[config.mk]
export PLATFORM = sky130hd
export DESIGN_NAME = pirq_top
export DESIGN_NICKNAME = d
export VERILOG_FILES = /design/src/logic/pirq_sync.v /design/src/logic/pirq_usb_cause.v /design/src/logic/pirq_top.v
export VERILOG_INCLUDE_DIRS = /design/src /design/src/pkg
export SDC_FILE = /design/constraint.sdc
export NUM_CORES = 1
export LEC_CHECK = 0
export BUFFER_PORTS_ARGS = -buffer_cell sky130_fd_sc_hd__buf_4
export CAP_MARGIN = 25
export CORE_MARGIN = 8
export CORE_UTILIZATION = 55
export DETAILED_ROUTE_END_ITERATION = 8
export PLACE_DENSITY = 0.86
export SYNTH_ARGS = -nofsm -noshare
export SYNTH_HDL_FRONTEND = slang
export SYNTH_SLANG_ARGS = --single-unit
[constraint.sdc]
create_clock -name clk -period 2.7 [get_ports clk]
set_input_delay 0.675 -clock clk [delete_from_list [all_inputs] [get_ports clk]]
set_output_delay 0.675 -clock clk [all_outputs]
set_load 0.05 [all_outputs]
[src/pkg/pirq_regs.vh]
// Purpose: Register map, field positions and reset values of the peripheral interrupt block
// Assumes: Byte-wide registers on an 8-bit register port
// Notes:   Definitions only
`ifndef PIRQ_REGS_VH
`define PIRQ_REGS_VH

// ----------------------------------------------------------------
// Register offsets
// ----------------------------------------------------------------
`define PIRQ_ADDR_INT_CONTROL     8'h0b
`define PIRQ_ADDR_FLAGS_ONE       8'h0c
`define PIRQ_ADDR_FLAGS_TWO       8'h0d
`define PIRQ_ADDR_ENABLES_ONE     8'h8c
`define PIRQ_ADDR_ENABLES_TWO     8'h8d
`define PIRQ_ADDR_RESET_CAUSE     8'h8e
`define PIRQ_ADDR_SERIAL_TX_DATA  8'h19
`define PIRQ_ADDR_SERIAL_RX_DATA  8'h1a
`define PIRQ_ADDR_USB_CAUSE_STAT  8'h90
`define PIRQ_ADDR_USB_CAUSE_EN    8'h91

// ----------------------------------------------------------------
// Field positions
// ----------------------------------------------------------------
`define PIRQ_BIT_PARALLEL_PORT    7
`define PIRQ_BIT_CONVERTER_DONE   6
`define PIRQ_BIT_SERIAL_RECEIVE   5
`define PIRQ_BIT_SERIAL_TRANSMIT  4
`define PIRQ_BIT_USB_SUMMARY      3
`define PIRQ_BIT_FIRST_CAPCOMP    2
`define PIRQ_BIT_TIMER_TWO        1
`define PIRQ_BIT_TIMER_ONE        0
`define PIRQ_BIT_SECOND_CAPCOMP   0
`define PIRQ_BIT_GLOBAL_ENABLE    7
`define PIRQ_BIT_PERIPH_ENABLE    6
`define PIRQ_BIT_BROWNOUT_STATUS  0
`define PIRQ_BIT_POWER_ON_STATUS  1
`define PIRQ_BIT_WATCHDOG_CAUSE   2
`define PIRQ_BIT_MASTER_CLR_CAUSE 3

// ----------------------------------------------------------------
// Masks and reset values
// ----------------------------------------------------------------
`define PIRQ_FLAGS_ONE_SW_CLR     8'hcf
`define PIRQ_FLAGS_TWO_IMPL       8'h01
`define PIRQ_RESET_CAUSE_SW_SET   8'h03
`define PIRQ_RESET_FLAGS          8'h00
`define PIRQ_RESET_ENABLES        8'h00
`define PIRQ_READ_UNMAPPED        8'h00

// ----------------------------------------------------------------
// First capture/compare mode encoding
// ----------------------------------------------------------------
`define PIRQ_CCP_MODE_OFF         2'h0
`define PIRQ_CCP_MODE_CAPTURE     2'h1
`define PIRQ_CCP_MODE_COMPARE     2'h2
`define PIRQ_CCP_MODE_PWM         2'h3

`endif

[src/logic/pirq_sync.v]
// Purpose: Two-flop synchroniser for pin-level inputs
// Assumes: Inputs are levels from outside the clk domain
// Notes:   Only the second stage may be read by other logic
`timescale 1ns/1ps

module pirq_sync #(
    parameter WIDTH = 1
) (
    input  wire             clk,    // Core clock
    input  wire             rst,    // Asynchronous clear, active high
    input  wire [WIDTH-1:0] d,      // Unsynchronised level
    output reg  [WIDTH-1:0] q       // Synchronised level
);

    reg [WIDTH-1:0] meta;

    always @(posedge clk or posedge rst)
    begin
        if (rst)
        begin
            meta <= {WIDTH{1'b0}};
            q    <= {WIDTH{1'b0}};
        end
        else
        begin
            meta <= d;
            q    <= meta;
        end
    end

endmodule

[src/logic/pirq_usb_cause.v]
// Purpose: USB cause status and cause enable registers with summary event
// Assumes: Cause events are one-cycle pulses on the core clock
// Notes:   Status bits are sticky, cleared by writing one
`timescale 1ns/1ps
`include "pirq_regs.vh"

module pirq_usb_cause (
    input  wire       clk,          // Core clock
    input  wire       sys_rst,      // Asynchronous reset, active high
    input  wire [7:0] cause_evt,    // USB cause event pulses
    input  wire       wr_status,    // Write strobe for the cause status register
    input  wire       wr_enable,    // Write strobe for the cause enable register
    input  wire [7:0] wdata,        // Write data
    output reg  [7:0] cause_status, // Sticky cause status
    output reg  [7:0] cause_enable, // Individual cause enables
    output wire       summary_set   // An enabled cause occurred this cycle
);

    wire [7:0] clr;

    assign clr         = wr_status ? wdata : 8'h00;
    // Disabled causes never raise the summary flag
    assign summary_set = |(cause_evt & cause_enable);

    always @(posedge clk or posedge sys_rst)
    begin
        if (sys_rst)
        begin
            cause_status <= `PIRQ_RESET_FLAGS;
            cause_enable <= `PIRQ_RESET_ENABLES;
        end
        else
        begin
            // Specific cause stays readable here
            cause_status <= (cause_status & ~clr) | cause_evt;
            if (wr_enable)
                cause_enable <= wdata;
        end
    end

endmodule

[src/logic/pirq_top.v]
// Purpose: Peripheral interrupt flags, enables and reset-cause register
// Assumes: Peripheral events are one-cycle pulses on clk; parallel port and reset causes are pins
// Notes:   Registers read one cycle after the read strobe
//
// Behaviour
// - Parallel port access sets bit 7
// - Conversion done sets bit 6
// - Receive flag set while full, read clears
// - Transmit flag set while empty, write clears
// - USB event sets bit 3, cause readable
// - Disabled USB causes never raise summary
// - Flags set regardless of any enable but the USB cause enables
// - Second enable register gates second capcomp
// - Second flag register holds second capcomp
// - Reset cause register separates four resets
// - Brown-out bit cleared by brown-out reset
// - Peripheral enable gates all peripheral interrupts
// - First enables gate first flags bitwise
//
// Strobed register access was left to the implementer.
`timescale 1ns/1ps
`include "pirq_regs.vh"

module pirq_top (
    input  wire       clk,             // Core clock, 100 MHz
    input  wire       sys_rst,         // Asynchronous reset, active high
    input  wire [7:0] reg_addr,        // Register address
    input  wire [7:0] reg_wdata,       // Register write data
    input  wire       reg_wr,          // Write strobe
    input  wire       reg_rd,          // Read strobe
    output reg  [7:0] reg_rdata,       // Read data, cycle after strobe
    input  wire       parallel_access, // Parallel port access pin, high during access
    input  wire       adc_done,        // Conversion finished pulse
    input  wire       rx_load,         // Received byte loaded pulse
    input  wire [7:0] rx_byte,         // Received byte
    input  wire       tx_taken,        // Transmit buffer emptied pulse
    output reg  [7:0] tx_byte,         // Byte written for transmission
    output reg        tx_load,         // Transmit byte written pulse
    input  wire [7:0] usb_cause_evt,   // USB cause event pulses
    input  wire [1:0] ccp1_mode,       // First capcomp mode
    input  wire       ccp1_capture,    // First capcomp capture pulse
    input  wire       ccp1_match,      // First capcomp compare match pulse
    input  wire       tmr2_match,      // Timer two period match pulse
    input  wire       tmr1_overflow,   // Timer one overflow pulse
    input  wire       second_capcomp_unit_event,      // Second capcomp event pulse
    input  wire       rst_cause_por,   // Reset cause pin: power-on
    input  wire       rst_cause_bor,   // Reset cause pin: brown-out
    input  wire       rst_cause_wdt,   // Reset cause pin: watchdog
    input  wire       rst_cause_external_master_clear,  // Reset cause pin: external master clear
    output reg        irq              // Interrupt to the core, level
);

    // ----------------------------------------------------------------
    // Declarations
    // ----------------------------------------------------------------
    reg  [7:0] int_control;
    reg  [7:0] peripheral_flags_one;
    reg  [7:0] peripheral_flags_two;
    reg  [7:0] peripheral_enables_one;
    reg  [7:0] peripheral_enables_two;
    reg  [7:0] power_control_reset_cause;
    reg  [7:0] serial_received_data_register;
    reg        parallel_seen;
    reg  [7:0] next_flags_one;
    reg  [7:0] next_flags_two;
    reg  [7:0] next_rdata;
    wire       parallel_sync;
    wire [3:0] cause_sync;
    wire [7:0] usb_cause_status;
    wire [7:0] usb_cause_enable;
    wire       usb_summary_set;
    wire       wr_flags_one;
    wire       wr_flags_two;
    wire       wr_int_control;
    wire       wr_enables_one;
    wire       wr_enables_two;
    wire       wr_reset_cause;
    wire       wr_usb_status;
    wire       wr_usb_enable;
    wire       rd_rx_data;
    wire       wr_tx_data;
    wire       parallel_rise;
    wire       first_capcomp_hit;
    wire [7:0] set_one;
    wire [7:0] clr_one;
    wire [7:0] set_two;
    wire [7:0] clr_two;
    wire       periph_pending;

    // ----------------------------------------------------------------
    // Sticky flag update, set wins over clear
    // ----------------------------------------------------------------
    function [7:0] flag_update;
        input [7:0] cur;
        input [7:0] set;
        input [7:0] clr;
        begin
            flag_update = (cur & ~clr) | set;
        end
    endfunction

    // Strobe qualified by one register address
    function addr_hit;
        input       strobe;
        input [7:0] addr;
        input [7:0] target;
        begin
            addr_hit = strobe && (addr == target);
        end
    endfunction

    // ----------------------------------------------------------------
    // Pin synchronisers
    // ----------------------------------------------------------------
    pirq_sync #(
        .WIDTH (1)
    ) u_sync_parallel (
        .clk (clk),
        .rst (sys_rst),
        .d   (parallel_access),
        .q   (parallel_sync)
    );

    // Cause pins are sampled while the core is held in reset
    pirq_sync #(
        .WIDTH (4)
    ) u_sync_cause (
        .clk (clk),
        .rst (1'b0),
        .d   ({rst_cause_external_master_clear, rst_cause_wdt, rst_cause_bor, rst_cause_por}),
        .q   (cause_sync)
    );

    // ----------------------------------------------------------------
    // USB cause registers
    // ----------------------------------------------------------------
    pirq_usb_cause u_usb_cause (
        .clk          (clk),
        .sys_rst      (sys_rst),
        .cause_evt    (usb_cause_evt),
        .wr_status    (wr_usb_status),
        .wr_enable    (wr_usb_enable),
        .wdata        (reg_wdata),
        .cause_status (usb_cause_status),
        .cause_enable (usb_cause_enable),
        .summary_set  (usb_summary_set)
    );

    // ----------------------------------------------------------------
    // Event decode
    // ----------------------------------------------------------------
    assign wr_flags_one   = addr_hit(reg_wr, reg_addr, `PIRQ_ADDR_FLAGS_ONE);
    assign wr_flags_two   = addr_hit(reg_wr, reg_addr, `PIRQ_ADDR_FLAGS_TWO);
    assign wr_int_control = addr_hit(reg_wr, reg_addr, `PIRQ_ADDR_INT_CONTROL);
    assign wr_enables_one = addr_hit(reg_wr, reg_addr, `PIRQ_ADDR_ENABLES_ONE);
    assign wr_enables_two = addr_hit(reg_wr, reg_addr, `PIRQ_ADDR_ENABLES_TWO);
    assign wr_reset_cause = addr_hit(reg_wr, reg_addr, `PIRQ_ADDR_RESET_CAUSE);
    assign wr_usb_status  = addr_hit(reg_wr, reg_addr, `PIRQ_ADDR_USB_CAUSE_STAT);
    assign wr_usb_enable  = addr_hit(reg_wr, reg_addr, `PIRQ_ADDR_USB_CAUSE_EN);
    assign rd_rx_data     = addr_hit(reg_rd, reg_addr, `PIRQ_ADDR_SERIAL_RX_DATA);
    assign wr_tx_data     = addr_hit(reg_wr, reg_addr, `PIRQ_ADDR_SERIAL_TX_DATA);
    assign parallel_rise  = parallel_sync && !parallel_seen;

    // Unused in PWM mode and while off
    assign first_capcomp_hit = (ccp1_mode == `PIRQ_CCP_MODE_CAPTURE && ccp1_capture) ||
                               (ccp1_mode == `PIRQ_CCP_MODE_COMPARE && ccp1_match);

    // Events set flags with no regard to any enable but the USB cause enables
    assign set_one = {parallel_rise,
                      adc_done,
                      rx_load,
                      tx_taken,
                      usb_summary_set,
                      first_capcomp_hit,
                      tmr2_match,
                      tmr1_overflow};

    // Software clear, or data register access for the serial flags
    assign clr_one = (wr_flags_one ? (reg_wdata & `PIRQ_FLAGS_ONE_SW_CLR) : 8'h00) |
                     {2'b00, rd_rx_data, wr_tx_data, 4'h0};

    assign set_two = {7'h00, second_capcomp_unit_event};
    assign clr_two = wr_flags_two ? (reg_wdata & `PIRQ_FLAGS_TWO_IMPL) : 8'h00;

    always @*
    begin
        next_flags_one = flag_update(peripheral_flags_one, set_one, clr_one);
        next_flags_two = flag_update(peripheral_flags_two, set_two, clr_two);
    end

    // ----------------------------------------------------------------
    // Interrupt gating
    // ----------------------------------------------------------------
    assign periph_pending = |(peripheral_flags_one & peripheral_enables_one) ||
                            |(peripheral_flags_two & peripheral_enables_two);

    // ----------------------------------------------------------------
    // Flag, enable and data registers
    // ----------------------------------------------------------------
    always @(posedge clk or posedge sys_rst)
    begin
        if (sys_rst)
        begin
            int_control                   <= `PIRQ_RESET_ENABLES;
            peripheral_flags_one          <= `PIRQ_RESET_FLAGS;
            peripheral_flags_two          <= `PIRQ_RESET_FLAGS;
            peripheral_enables_one        <= `PIRQ_RESET_ENABLES;
            peripheral_enables_two        <= `PIRQ_RESET_ENABLES;
            serial_received_data_register <= 8'h00;
            parallel_seen                 <= 1'b0;
            tx_byte                       <= 8'h00;
            tx_load                       <= 1'b0;
            irq                           <= 1'b0;
        end
        else
        begin
            peripheral_flags_one <= next_flags_one;
            peripheral_flags_two <= next_flags_two;
            parallel_seen        <= parallel_sync;
            if (wr_int_control)
                int_control <= reg_wdata;
            if (wr_enables_one)
                peripheral_enables_one <= reg_wdata;
            if (wr_enables_two)
                peripheral_enables_two <= reg_wdata & `PIRQ_FLAGS_TWO_IMPL;
            if (rx_load)
                serial_received_data_register <= rx_byte;
            tx_load <= wr_tx_data;
            if (wr_tx_data)
                tx_byte <= reg_wdata;
            irq <= int_control[`PIRQ_BIT_GLOBAL_ENABLE] &&
                   int_control[`PIRQ_BIT_PERIPH_ENABLE] && periph_pending;
        end
    end

    // ----------------------------------------------------------------
    // Reset cause register
    // ----------------------------------------------------------------
    // Kept out of the async reset so that a cause survives the reset it names
    always @(posedge clk)
    begin
        if (sys_rst)
        begin
            if (cause_sync[0])
            begin
                power_control_reset_cause <= 8'h00;
            end
            else if (cause_sync[1])
            begin
                power_control_reset_cause[`PIRQ_BIT_BROWNOUT_STATUS]  <= 1'b0;
                power_control_reset_cause[`PIRQ_BIT_WATCHDOG_CAUSE]   <= 1'b0;
                power_control_reset_cause[`PIRQ_BIT_MASTER_CLR_CAUSE] <= 1'b0;
            end
            else if (cause_sync[2])
            begin
                power_control_reset_cause[`PIRQ_BIT_WATCHDOG_CAUSE]   <= 1'b1;
                power_control_reset_cause[`PIRQ_BIT_MASTER_CLR_CAUSE] <= 1'b0;
            end
            else if (cause_sync[3])
            begin
                power_control_reset_cause[`PIRQ_BIT_WATCHDOG_CAUSE]   <= 1'b0;
                power_control_reset_cause[`PIRQ_BIT_MASTER_CLR_CAUSE] <= 1'b1;
            end
        end
        else if (wr_reset_cause)
        begin
            // Software arms the power-on and brown-out status bits
            power_control_reset_cause <= (power_control_reset_cause & ~`PIRQ_RESET_CAUSE_SW_SET) |
                                         (reg_wdata & `PIRQ_RESET_CAUSE_SW_SET);
        end
    end

    // ----------------------------------------------------------------
    // Read path
    // ----------------------------------------------------------------
    always @*
    begin
        case (reg_addr)
            `PIRQ_ADDR_INT_CONTROL:    next_rdata = int_control;
            `PIRQ_ADDR_FLAGS_ONE:      next_rdata = peripheral_flags_one;
            `PIRQ_ADDR_FLAGS_TWO:      next_rdata = peripheral_flags_two;
            `PIRQ_ADDR_ENABLES_ONE:    next_rdata = peripheral_enables_one;
            `PIRQ_ADDR_ENABLES_TWO:    next_rdata = peripheral_enables_two;
            `PIRQ_ADDR_RESET_CAUSE:    next_rdata = {4'h0, power_control_reset_cause[3:0]};
            `PIRQ_ADDR_SERIAL_RX_DATA: next_rdata = serial_received_data_register;
            `PIRQ_ADDR_SERIAL_TX_DATA: next_rdata = tx_byte;
            `PIRQ_ADDR_USB_CAUSE_STAT: next_rdata = usb_cause_status;
            `PIRQ_ADDR_USB_CAUSE_EN:   next_rdata = usb_cause_enable;
            default:                   next_rdata = `PIRQ_READ_UNMAPPED;
        endcase
    end

    always @(posedge clk or posedge sys_rst)
    begin
        if (sys_rst)
            reg_rdata <= 8'h00;
        else if (reg_rd)
            reg_rdata <= next_rdata;
        else
            reg_rdata <= 8'h00;
    end

endmodule

Yosys cells after proc, flatten, opt, wreduce, memory -nomap -nowiden
Index checks and enable logic that the tools add are counted.

Bits in registers: 94. Output and inout port bits: 18. Logic and storage cells: 89.

Equality and inequality tests: 15. Muxes and demuxes: 15. Bitwise logic cells: 14. Reductions and logical operators: 25.

Operators with widths (number): $pmux W8 S10 (1); $and A8 B8 Y8 (5); $eq A8 B8 Y1 const B (5); $mux W8 (5); $eq A8 B4 Y1 const B (3); $reduce_or A8 Y1 (3); $eq A8 B5 Y1 const B (2); $not A8 Y8 (2); $or A8 B8 Y8 (2); $logic_and A1 B1 Y1 (15); $and A8 B1 Y8 (1); $mux W2 (4); $not A1 Y8 (1); $or A8 B1 Y8 (1); $or A8 B2 Y8 (1); $or A8 B6 Y8 (1); $reduce_and A2 Y1 (3); $ne A5 B1 Y1 const B (1); $mux W1 (4); $mux W4 (1); $ne A3 B1 Y1 const B (1); $eq A2 B1 Y1 const B (1); $eq A2 B2 Y1 const B (1); $logic_or A1 B1 Y1 (2); 3 further kinds (3).

Logic depth before layout (Yosys ltp)
Gate-level depths: netlist (run 1).

Word-level depth: 7. Depth in mapped cells: 7. Depth with buffers taken out: 5.

By module
From an unflattened synthesis (run 1), not the netlist that was laid out.

Cell total of the unflattened synthesis: 283. Area total of the unflattened synthesis: 3668.5 um2.

Modules (own cells, without submodules): pirq_top (times used 1, cells an instance 223, area each 2743.9 um2); pirq_usb_cause (times used 1, cells an instance 48, area each 666.9 um2); pirq_sync at u_sync_cause (times used 1, cells an instance 9, area each 203.9 um2); pirq_sync at u_sync_parallel (times used 1, cells an instance 3, area each 53.8 um2).

Worst setup path before layout (run 1)
No wires, ideal clock.

Kind: input port to flip-flop. Start: input port sys_rst. End: register power_control_reset_cause[2] (enable). Setup time: 0.344 ns. Data arrival time: 2.634 ns. Required time: 2.356 ns. Slack: -0.278 ns. Stages on the path: 3. Path through: inv_1 nor4_1 a21oi_1.

Longest elaborated chain between the ends: 2.

Ends and longest elaborated chain: start: declaration (line pirq_top.v:26) `input wire sys_rst,`; $ne A5 B1 Y1 (no source line) or $reduce_bool A2 Y1 (tied branches); $reduce_and A2 Y1 (no source line) (*); end signal: assignment (line pirq_top.v:268) `` power_control_reset_cause <= (power_control_reset_cause & ~`PIRQ_RESET_CAUSE_SW_SET) | ``; end: declaration (line pirq_top.v:61) `reg [7:0] power_control_reset_cause;`.

Every way passes the cells marked *; elsewhere a longest branch is shown, timed or not. A chain may end at the register's enable or synchronous reset.

Final worst setup path (run 1)
Start: input port reg_addr[0]. End: register tx_byte[1].

Longest elaborated chain between the ends: 2.

Ends and longest elaborated chain: start: declaration (line pirq_top.v:27) `input wire [7:0] reg_addr,`; $eq A8 B5 Y1 (line pirq_top.v:108) `addr_hit = strobe && (addr == target);`; $logic_and A1 B1 Y1 (line pirq_top.v:108); end signal: assignment (line pirq_top.v:230) `tx_byte <= reg_wdata;`; end: declaration (line pirq_top.v:37) `output reg [7:0] tx_byte,`.

Every way passes these cells.

==> impl_metrics.env, run 1 <==
export IMPL_outcome="finished, final reports clean"
export IMPL_path_max_fanout=16
export IMPL_drc_errors=0
export IMPL_clk_path_buf_depth=2
export IMPL_drv_cap=0
export IMPL_vdd_drop_max_uv=381
export IMPL_synth_net_count=341
export IMPL_dieArea_um2=9420
export IMPL_crit_type="input pin to register"
export IMPL_diodes=0
export IMPL_netlist_area_um2=3610
export IMPL_ys_seq_area_share_pct=56.9
export IMPL_met2_usage_pct=33.8
export IMPL_firstDrtPassIters=5
export IMPL_setup_viol=0
export IMPL_worst_pin_slew_ns=0.895
export IMPL_cts_tree="built"
export IMPL_place_area_um2=4210
export IMPL_synth_ff_type="dfrtp_1"
export IMPL_clk_pin_slew_ns=0.08
export IMPL_std_cell_rows=29
export IMPL_grt_max_degree=72
export IMPL_ctsRootBufferMaster="clkbuf_8"
export IMPL_use_met1_pct=27.2
export IMPL_reg2regPathDepth=4
export IMPL_fin_skew_ns=0.00545
export IMPL_die_w_um=97.1
export IMPL_final_nets=413
export IMPL_cts_sinks=83
export IMPL_power_density_nw_per_um2=575
export IMPL_postCtsHoldBufs=0
export IMPL_top_usage_layer="met2"
export IMPL_regArea_um2=2060
export IMPL_grt_pass1_wl_um=16200
export IMPL_required_ns=2.94
export IMPL_report_final_slew_viol_count=0
export IMPL_hold_viol=0
export IMPL_die_h_um=97.1
export IMPL_cp_start_kind="input pin"
export IMPL_drt_vias_per_instance=6.29
export IMPL_overflow=0
export IMPL_multiInputGateArea_um2=1500
export IMPL_async_reset_ff_share_pct=85.5
export IMPL_ys_ff_latch=83
export IMPL_portBuffers=68
export IMPL_ctsResizeCount=0
export IMPL_ys_warn_count=0
export IMPL_leakage_nw=1.96
export IMPL_hp_start="u_sync_cause.meta[3]"
export IMPL_gp_congestion=0.908
export IMPL_drive_gt1_share_pct=38.4
export IMPL_holdPathStages=0
export IMPL_syn_to_final_growth_pct=22.2
export IMPL_clock_fmax_mhz=468
export IMPL_syn_inst=290
export IMPL_fin_area_um2=4420
export IMPL_endpoint_kind="register"
export IMPL_rsz0062_at_grt="no"
export IMPL_synthTopCellsByArea="dfrtp_1, mux2_2, dfxtp_1, a21o_1, edfxtp_1"
export IMPL_synth_edf_count=4
export IMPL_arrival_ns=2.38
export IMPL_ant_nets=0
export IMPL_post_cts_buffers=0
export IMPL_r2r_slack_ns=1.13
export IMPL_dpl_hpwl_um=7330
export IMPL_grt_use_met3_pct=6.54
export IMPL_fin_setup_tns_ns=0
export IMPL_boundaryPins=69
export IMPL_grt_pass1_vias=3004
export IMPL_synth_top_area_cell="dfrtp_1"
export IMPL_whs_endpoint="u_sync_cause.q[3]"
export IMPL_most_common_layout_cells="dfrtp_1, buf_4, mux2_2, nand2_1, a21o_1"
export IMPL_vias=2791
export IMPL_core_um2=6350
export IMPL_antenna_found_initial=0
export IMPL_initial_core_util_pct=56.9
export IMPL_cts_htree_levels=3
export IMPL_fill_cells=468
export IMPL_post_route_period_util_pct=79.2
export IMPL_r2r_end="reg_rdata[0]"
export IMPL_clock_latency_ns=0.35
export IMPL_yosys_cell_types_count=45
export IMPL_r2r_start="peripheral_enables_two[0]"
export IMPL_track_usage_pct=21.6
export IMPL_hp_class="register to register"
export IMPL_drtIter0Drc=293
export IMPL_relSlewSlack_pct=40.4
export IMPL_avgSynthCellArea_um2=12.5
export IMPL_totalWireLength_um=9960
export IMPL_cts_buffers=9
export IMPL_synth_top_area_share_pct=49.2
export IMPL_wl_per_cell_um=22.4
export IMPL_period_minus_slack_ns=2.14
-- worst max-delay path by stage --
stage | from | endpoint | slack [ns] | cells after the start
floorplan | sys_rst | power_control_reset_cause[2] | 0.03 | 3
global placement | reg_addr[0] | tx_byte[3] | 0.30 | 6
detailed placement | reg_addr[0] | tx_byte[1] | 0.25 | 6
CTS | reg_addr[7] | reg_rdata[7] | 0.62 | 6
global route | reg_addr[6] | reg_rdata[4] | 0.51 | 6
finish | reg_addr[0] | tx_byte[1] | 0.56 | 6
-- report_power, final --
group          switching, mW  internal [mW]  leakage, nW
clock                  0.438          0.518        0.103
sequential            0.0354           1.30        0.981
combinational          0.135          0.116        0.875
total                  0.608           1.93         1.96
-- layer usage --
layer	part of all wire (%)	wire length (µm)
met1	42	4200
met2	47	4700
met3	8.3	830
met4	2.4	236
met5	0	0
-- cells by family (layout without fill, tap and decap cells) --
| family | Yosys count | in the layout | share of synthesized area, % |
|---|---|---|---|
| AO/OA/AOI/OAI | 63 | 63 | 13.4 |
| multiplexers | 51 | 51 | 16.1 |
| buffers and inverters | 15 | 92 | 1.59 |
| AND/OR/NAND/NOR | 78 | 78 | 12.0 |
| flip-flops | 83 | 83 | 56.9 |
-- final cells by class --
class	instances	share of cell area (%)
Sequential cell	83	46.6
Multi-Input combinational cell	192	34.0
Timing Repair Buffer	71	12.1
Clock buffer	11	2.97
Tap cell	77	2.18
Clock inverter	5	1.76
Inverter	5	0.510
-- cell usage after synthesis, drive strengths merged (2+ instances only) --
library cell and count:
mux2i 3, nor2 8, edfxtp 4, and3 6, a21o 16, nor2b 7, a21oi 9, o21ai 2
mux2 47, a22o 4, inv 5, nor3 4, dfrtp 71, and4b 2, nand3 6, a222oi 7
dfxtp 8, nor4 4, clkbuf 9, a31oi 5, nand2b 4, nand2 26, or2 2, a221oi 4
a22oi 10, nand3b 2
-- sequential cells by signal, summed over array words and instances (netlist names), 4 cells and up --
| register | cells |
|---|---|
| int_control | 8 |
| peripheral_enables_one | 8 |
| peripheral_flags_one | 8 |
| power_control_reset_cause | 4 |
| reg_rdata | 8 |
| serial_received_data_register | 8 |
| tx_byte | 8 |
| u_sync_cause.meta | 4 |
| u_sync_cause.q | 4 |
| u_usb_cause.cause_enable | 8 |
| u_usb_cause.cause_status | 8 |
-- metrics by stage --
step	setup slack, ns	instances	utilization, %	power (mW)	hold slack [ns]
after floorplan	0.0340	290	-	1.48	0.310
after global placement	0.297	428	66.3	1.60	0.311
after detailed placement	0.252	428	66.3	1.61	0.313
after CTS	0.623	444	69.6	2.55	0.326
after global routing	0.507	444	69.6	2.62	0.335
final	0.562	444	69.6	2.54	0.326
-- worst max-delay path, cell delays in order --
cell and delay [ns]:
buf_4 0.22, nor2b_1 0.40, inv_1 0.16, nor2_2 0.15, nand2_1 0.35, mux2_2 0.41
No activity file was read; power rests on OpenSTA's default activity.
==> inputs of run 2 (changes only) <==
clock period = 2.1 ns   (was 2.7 ns; I/O delays follow)
==> impl_metrics.env, run 2 (same netlist as run 1, synthesis figures left out) <==
export IMPL_path_max_fanout=8
export IMPL_clkPwrFrac_pct=39.1
export IMPL_report_final_slew_viol_count=0
export IMPL_pre_cts_ws_ns=-0.104
export IMPL_final_common_cell="buf_4"
export IMPL_endpoint_kind="register"
export IMPL_antenna_found_initial=0
export IMPL_clock_latency_ns=0.36
export IMPL_die_w_um=97.1
export IMPL_wl_per_cell_um=21.8
export IMPL_clk_path_buf_depth=2
export IMPL_critical_path_depth=6
export IMPL_cts_sinks=83
export IMPL_syn_to_final_growth_pct=27.1
export IMPL_p_int_mw=2.52
export IMPL_required_ns=2.37
export IMPL_place_area_um2=4370
export IMPL_regArea_um2=2060
export IMPL_hold_viol=0
export IMPL_final_util_pct=72.3
export IMPL_fin_area_um2=4590
export IMPL_power_density_nw_per_um2=734
export IMPL_totalWireLength_um=10100
export IMPL_setup_viol=0
export IMPL_core_um2=6350
export IMPL_period_minus_slack_ns=1.87
export IMPL_drtIter0Drc=234
export IMPL_track_usage_pct=21.7
export IMPL_std_cell_rows=29
export IMPL_final_nets=433
export IMPL_gp_congestion=0.901
export IMPL_p_sw_mw=0.850
export IMPL_sequentialPowerShare_pct=50.8
export IMPL_arrival_ns=2.15
export IMPL_vdd_drop_max_uv=512
export IMPL_fin_skew_ns=0.00889
export IMPL_drt_vias_per_instance=6.27
export IMPL_portBuffers=68
export IMPL_combPwrFrac_pct=10.1
export IMPL_setup_ws_ns=0.225
export IMPL_post_cts_buffers=0
export IMPL_grt_max_degree=43
export IMPL_boundaryPins=69
export IMPL_rsz0062_at_grt="no"
export IMPL_cts_tree="built"
export IMPL_outcome="finished, final reports clean"
export IMPL_cts_buffers=9
export IMPL_crit_buf_inv=1
export IMPL_ctsRootBufferMaster="clkbuf_8"
export IMPL_post_route_period_util_pct=89.3
export IMPL_ant_nets=0
export IMPL_cp_start_kind="input pin"
export IMPL_grt_pass1_vias=3173
export IMPL_p_sw_share_pct=25.2
export IMPL_relSlewSlack_pct=52.7
export IMPL_overflow=0
export IMPL_drc_errors=0
export IMPL_cts_htree_levels=3
export IMPL_ctsResizeCount=0
export IMPL_reg2regPathDepth=4
export IMPL_grt_pass1_wl_um=16400
export IMPL_critPathMaxStageDelay_ns=0.60
export IMPL_postCtsHoldBufs=0
export IMPL_diodes=0
export IMPL_crit_type="input pin to register"
export IMPL_drv_cap=0
export IMPL_most_common_layout_cells="buf_4, dfrtp_1, mux2_2, nand2_1, a21o_1"
export IMPL_worst_pin_slew_ns=0.705
export IMPL_multiInputGateArea_um2=1510
export IMPL_drive_gt1_share_pct=42.4
export IMPL_slowest_stage="or4b_1"
export IMPL_vias=2911
export IMPL_dpl_hpwl_um=7620
export IMPL_crit_family="simple AND/OR/NAND/NOR gates"
export IMPL_p_total_mw=3.37
export IMPL_clk_pin_slew_ns=0.09
export IMPL_die_h_um=97.1
export IMPL_firstDrtPassIters=7
export IMPL_initial_core_util_pct=56.9
export IMPL_clock_fmax_mhz=533
export IMPL_path_cells="buf_4 -> or4b_1 -> or3_1 -> a21oi_2 -> o31ai_2 -> a31oi_1"
export IMPL_leakage_nw=2.07
export IMPL_fill_cells=449
export IMPL_dieArea_um2=9420
export IMPL_hp_class="input pin to asynchronous set/reset pin"
-- run 2: cell count changes in the layout (fill, tap and decap cells not counted) --
cell	delta
buf_4	+20
clkbuf_1	-2
clkinv_2	-2
clkinvlp_4	-1
inv_6	+5
nor4_1	-1
nor4_2	+1
-- run 2: routing by layer --
metal	up-vias	routed length (µm)	GRT usage [%]
li1	1280	-	-
met5	-	0	0
met1	1439	4070	26.4
met2	159	4890	35.0
met3	33	786	4.98
met4	0	344	11.6
-- run 2: path summary, 6_finish.rpt --
path,from,endpoint,slack (ns)
setup / recovery,reg_addr[6],reg_rdata[7],0.23
hold / removal,sys_rst,u_sync_parallel.meta,0.13
setup reg to reg,peripheral_enables_two[0],reg_rdata[0],0.51
hold reg to reg,u_sync_cause.meta[0],u_sync_cause.q[0],0.33
max in group asynchronous,sys_rst,tx_byte[0],1.18
min in group clk,rst_cause_bor,u_sync_cause.meta[1],0.26
-- run 2: through the flow --
step / hold slack (ns) / TNS [ns] / instances
floorplan: 0.310 / -0.812 / 290
global placement: 0.310 / -0.0686 / 448
detailed placement: 0.312 / -0.651 / 448
CTS: 0.130 / 0 / 464
global route: 0.135 / 0 / 464
finish: 0.129 / 0 / 464
-- run 2: power groups by stage --
stage	Combinational, mW	Clock [mW]	Sequential, mW
5_1_grt	0.366	1.40	1.72
6_report	0.339	1.32	1.71
3_5_place_dp	0.339	0	1.74
3_3_place_gp	0.329	0	1.74
4_1_cts	0.340	1.32	1.71
2_1_floorplan	0.149	0	1.75
-- run 2: cell type report --
cell class / count / area share (%)
Multi-Input combinational cell: 192 / 32.8
Inverter: 5 / 0.490
Timing Repair Buffer: 91 / 14.9
Tap cell: 77 / 2.10
Sequential cell: 83 / 44.8
Clock inverter: 7 / 2.26
Clock buffer: 9 / 2.70
-- run 2: worst register-to-register path, delay by kind of cell (launching register included) --
kind	cells	cell delay, ns
AO/OA/AOI/OAI	2	0.40
flip-flops	1	0.41
multiplexers	1	0.49
AND/OR/NAND/NOR	1	0.16
==> inputs of run 3 (changes only) <==
CTS_BUF_LIST = sky130_fd_sc_hd__clkbuf_16   (was not set)
REMOVE_ABC_BUFFERS = 1   (was not set)
==> impl_metrics.env, run 3 (same netlist as run 1, synthesis figures left out) <==
export IMPL_regArea_um2=2060
export IMPL_syn_to_final_growth_pct=29.4
export IMPL_initial_core_util_pct=56.9
export IMPL_cts_sinks=83
export IMPL_die_w_um=97.1
export IMPL_whs_ns=0.0918
export IMPL_final_common_cell="buf_4"
export IMPL_p_sw_mw=0.840
export IMPL_fin_area_um2=4680
export IMPL_rsz0062_at_grt="no"
export IMPL_core_um2=6350
export IMPL_report_final_slew_viol_count=0
export IMPL_p_int_mw=2.74
export IMPL_power_density_nw_per_um2=765
export IMPL_grt_pass1_vias=3126
export IMPL_combPwrFrac_pct=9.5
export IMPL_fin_skew_ns=0.00400
export IMPL_outcome="finished, final reports clean"
export IMPL_clkPwrFrac_pct=42.6
export IMPL_grt_max_degree=72
export IMPL_ctsResizeCount=0
export IMPL_leakage_nw=2.12
export IMPL_fill_cells=448
export IMPL_period_minus_slack_ns=1.88
export IMPL_fin_setup_tns_ns=0
export IMPL_cp_start_kind="input pin"
export IMPL_path_cells="buf_4 -> or4b_1 -> or3_1 -> a21oi_2 -> o31ai_2 -> a31oi_1"
export IMPL_track_usage_pct=22.3
export IMPL_vdd_drop_max_uv=572
export IMPL_std_cell_rows=29
export IMPL_cts_htree_levels=3
export IMPL_path_max_fanout=8
export IMPL_sequentialPowerShare_pct=47.9
export IMPL_drc_errors=0
export IMPL_die_h_um=97.1
export IMPL_dp_cells=451
export IMPL_cts_tree="built"
export IMPL_ctsRootBufferMaster="clkbuf_16"
export IMPL_final_util_pct=73.7
export IMPL_dieArea_um2=9420
export IMPL_diodes=0
export IMPL_antenna_found_initial=0
export IMPL_post_route_period_util_pct=89.3
export IMPL_worst_pin_slew_ns=0.751
export IMPL_clk_pin_slew_ns=0.06
export IMPL_relSlewSlack_pct=49.6
export IMPL_gp_congestion=0.894
export IMPL_r2r_start="peripheral_enables_two[0]"
export IMPL_drt_vias_per_instance=6.21
export IMPL_endpoint_kind="register"
export IMPL_drive_gt1_share_pct=41.8
export IMPL_drtIter0Drc=238
export IMPL_cts_buffers=9
export IMPL_postCtsHoldBufs=0
export IMPL_clock_latency_ns=0.34
export IMPL_vias=2900
export IMPL_totalWireLength_um=10500
export IMPL_setup_viol=0
export IMPL_final_nets=436
export IMPL_multiInputGateArea_um2=1500
export IMPL_dpl_hpwl_um=7560
export IMPL_overflow=0
export IMPL_slowest_stage="or4b_1"
export IMPL_boundaryPins=69
export IMPL_hp_class="input pin to asynchronous set/reset pin"
export IMPL_hold_viol=0
export IMPL_arrival_ns=2.13
export IMPL_firstDrtPassIters=5
export IMPL_ant_nets=0
export IMPL_stdcell_count=467
export IMPL_grt_pass1_wl_um=16400
export IMPL_reg2regPathDepth=4
export IMPL_clk_path_buf_depth=2
export IMPL_post_cts_buffers=0
export IMPL_p_sw_share_pct=23.5
export IMPL_required_ns=2.35
export IMPL_crit_type="input pin to register"
export IMPL_drv_cap=0
export IMPL_r2r_slack_ns=0.47
export IMPL_most_common_layout_cells="buf_4, dfrtp_1, mux2_2, nand2_1, a21o_1"
export IMPL_clock_fmax_mhz=533
export IMPL_wl_per_cell_um=22.4
export IMPL_r2r_end="reg_rdata[0]"
export IMPL_portBuffers=68
export IMPL_critPathMaxStageDelay_ns=0.55
export IMPL_place_area_um2=4390
-- run 3: cell count changes in the layout (fill, tap and decap cells not counted), sizes merged --
| cell | delta |
|---|---|
| buf | +3 |
| clkinv | +2 |
| inv | -2 |
| bufinv | -1 |
| clkinvlp | +1 |
-- run 3: metrics by stage --
stage                     power [mW]  setup slack (ns)
after floorplan                 1.88            -0.728
after global placement          2.07           -0.0552
after detailed placement        2.08           -0.0848
after CTS                       3.59             0.251
after global routing            3.68             0.160
final                           3.58             0.224
-- run 3: power by group through the flow --
stage / combinational (mW) / sequential (mW) / clock (mW)
floorplan: 0.132 / 1.75 / 0
global placement: 0.328 / 1.74 / 0
detailed placement: 0.336 / 1.74 / 0
CTS: 0.341 / 1.71 / 1.53
global route: 0.364 / 1.72 / 1.60
finish: 0.340 / 1.72 / 1.52
-- run 3: area by class of cell --
cell class	count	area share, %
Multi-Input combinational cell	192	32.1
Sequential cell	83	44.0
Inverter	5	0.401
Timing Repair Buffer	94	15.4
Clock inverter	7	1.31
Clock buffer	9	4.82
Tap cell	77	2.06
-- run 3: critical path: cells and delay by family --
kind | cells | cell delay (ns)
compound gates | 3 | 0.53
buf+inv | 1 | 0.14
simple gates | 2 | 0.94
-- run 3: worst max path at each step --
stage                 from                            to  slack (ns)  cells past startpoint
2_1_floorplan      sys_rst  power_control_reset_cause[2]       -0.73                      3
3_3_place_gp   reg_addr[7]                  reg_rdata[6]       -0.06                      6
3_5_place_dp   reg_addr[7]                  reg_rdata[1]       -0.08                      6
4_1_cts        reg_addr[7]                  reg_rdata[1]        0.25                      6
5_1_grt        reg_addr[7]                  reg_rdata[1]        0.16                      6
6_report       reg_addr[7]                  reg_rdata[1]        0.22                      6
-- run 3: metal layers --
metal	wire (µm)	up-vias	GRT usage, %
li1	-	1289	-
met1	4120	1428	26.9
met2	5180	149	36.1
met3	782	34	4.91
met4	403	0	12.0
met5	0	-	0
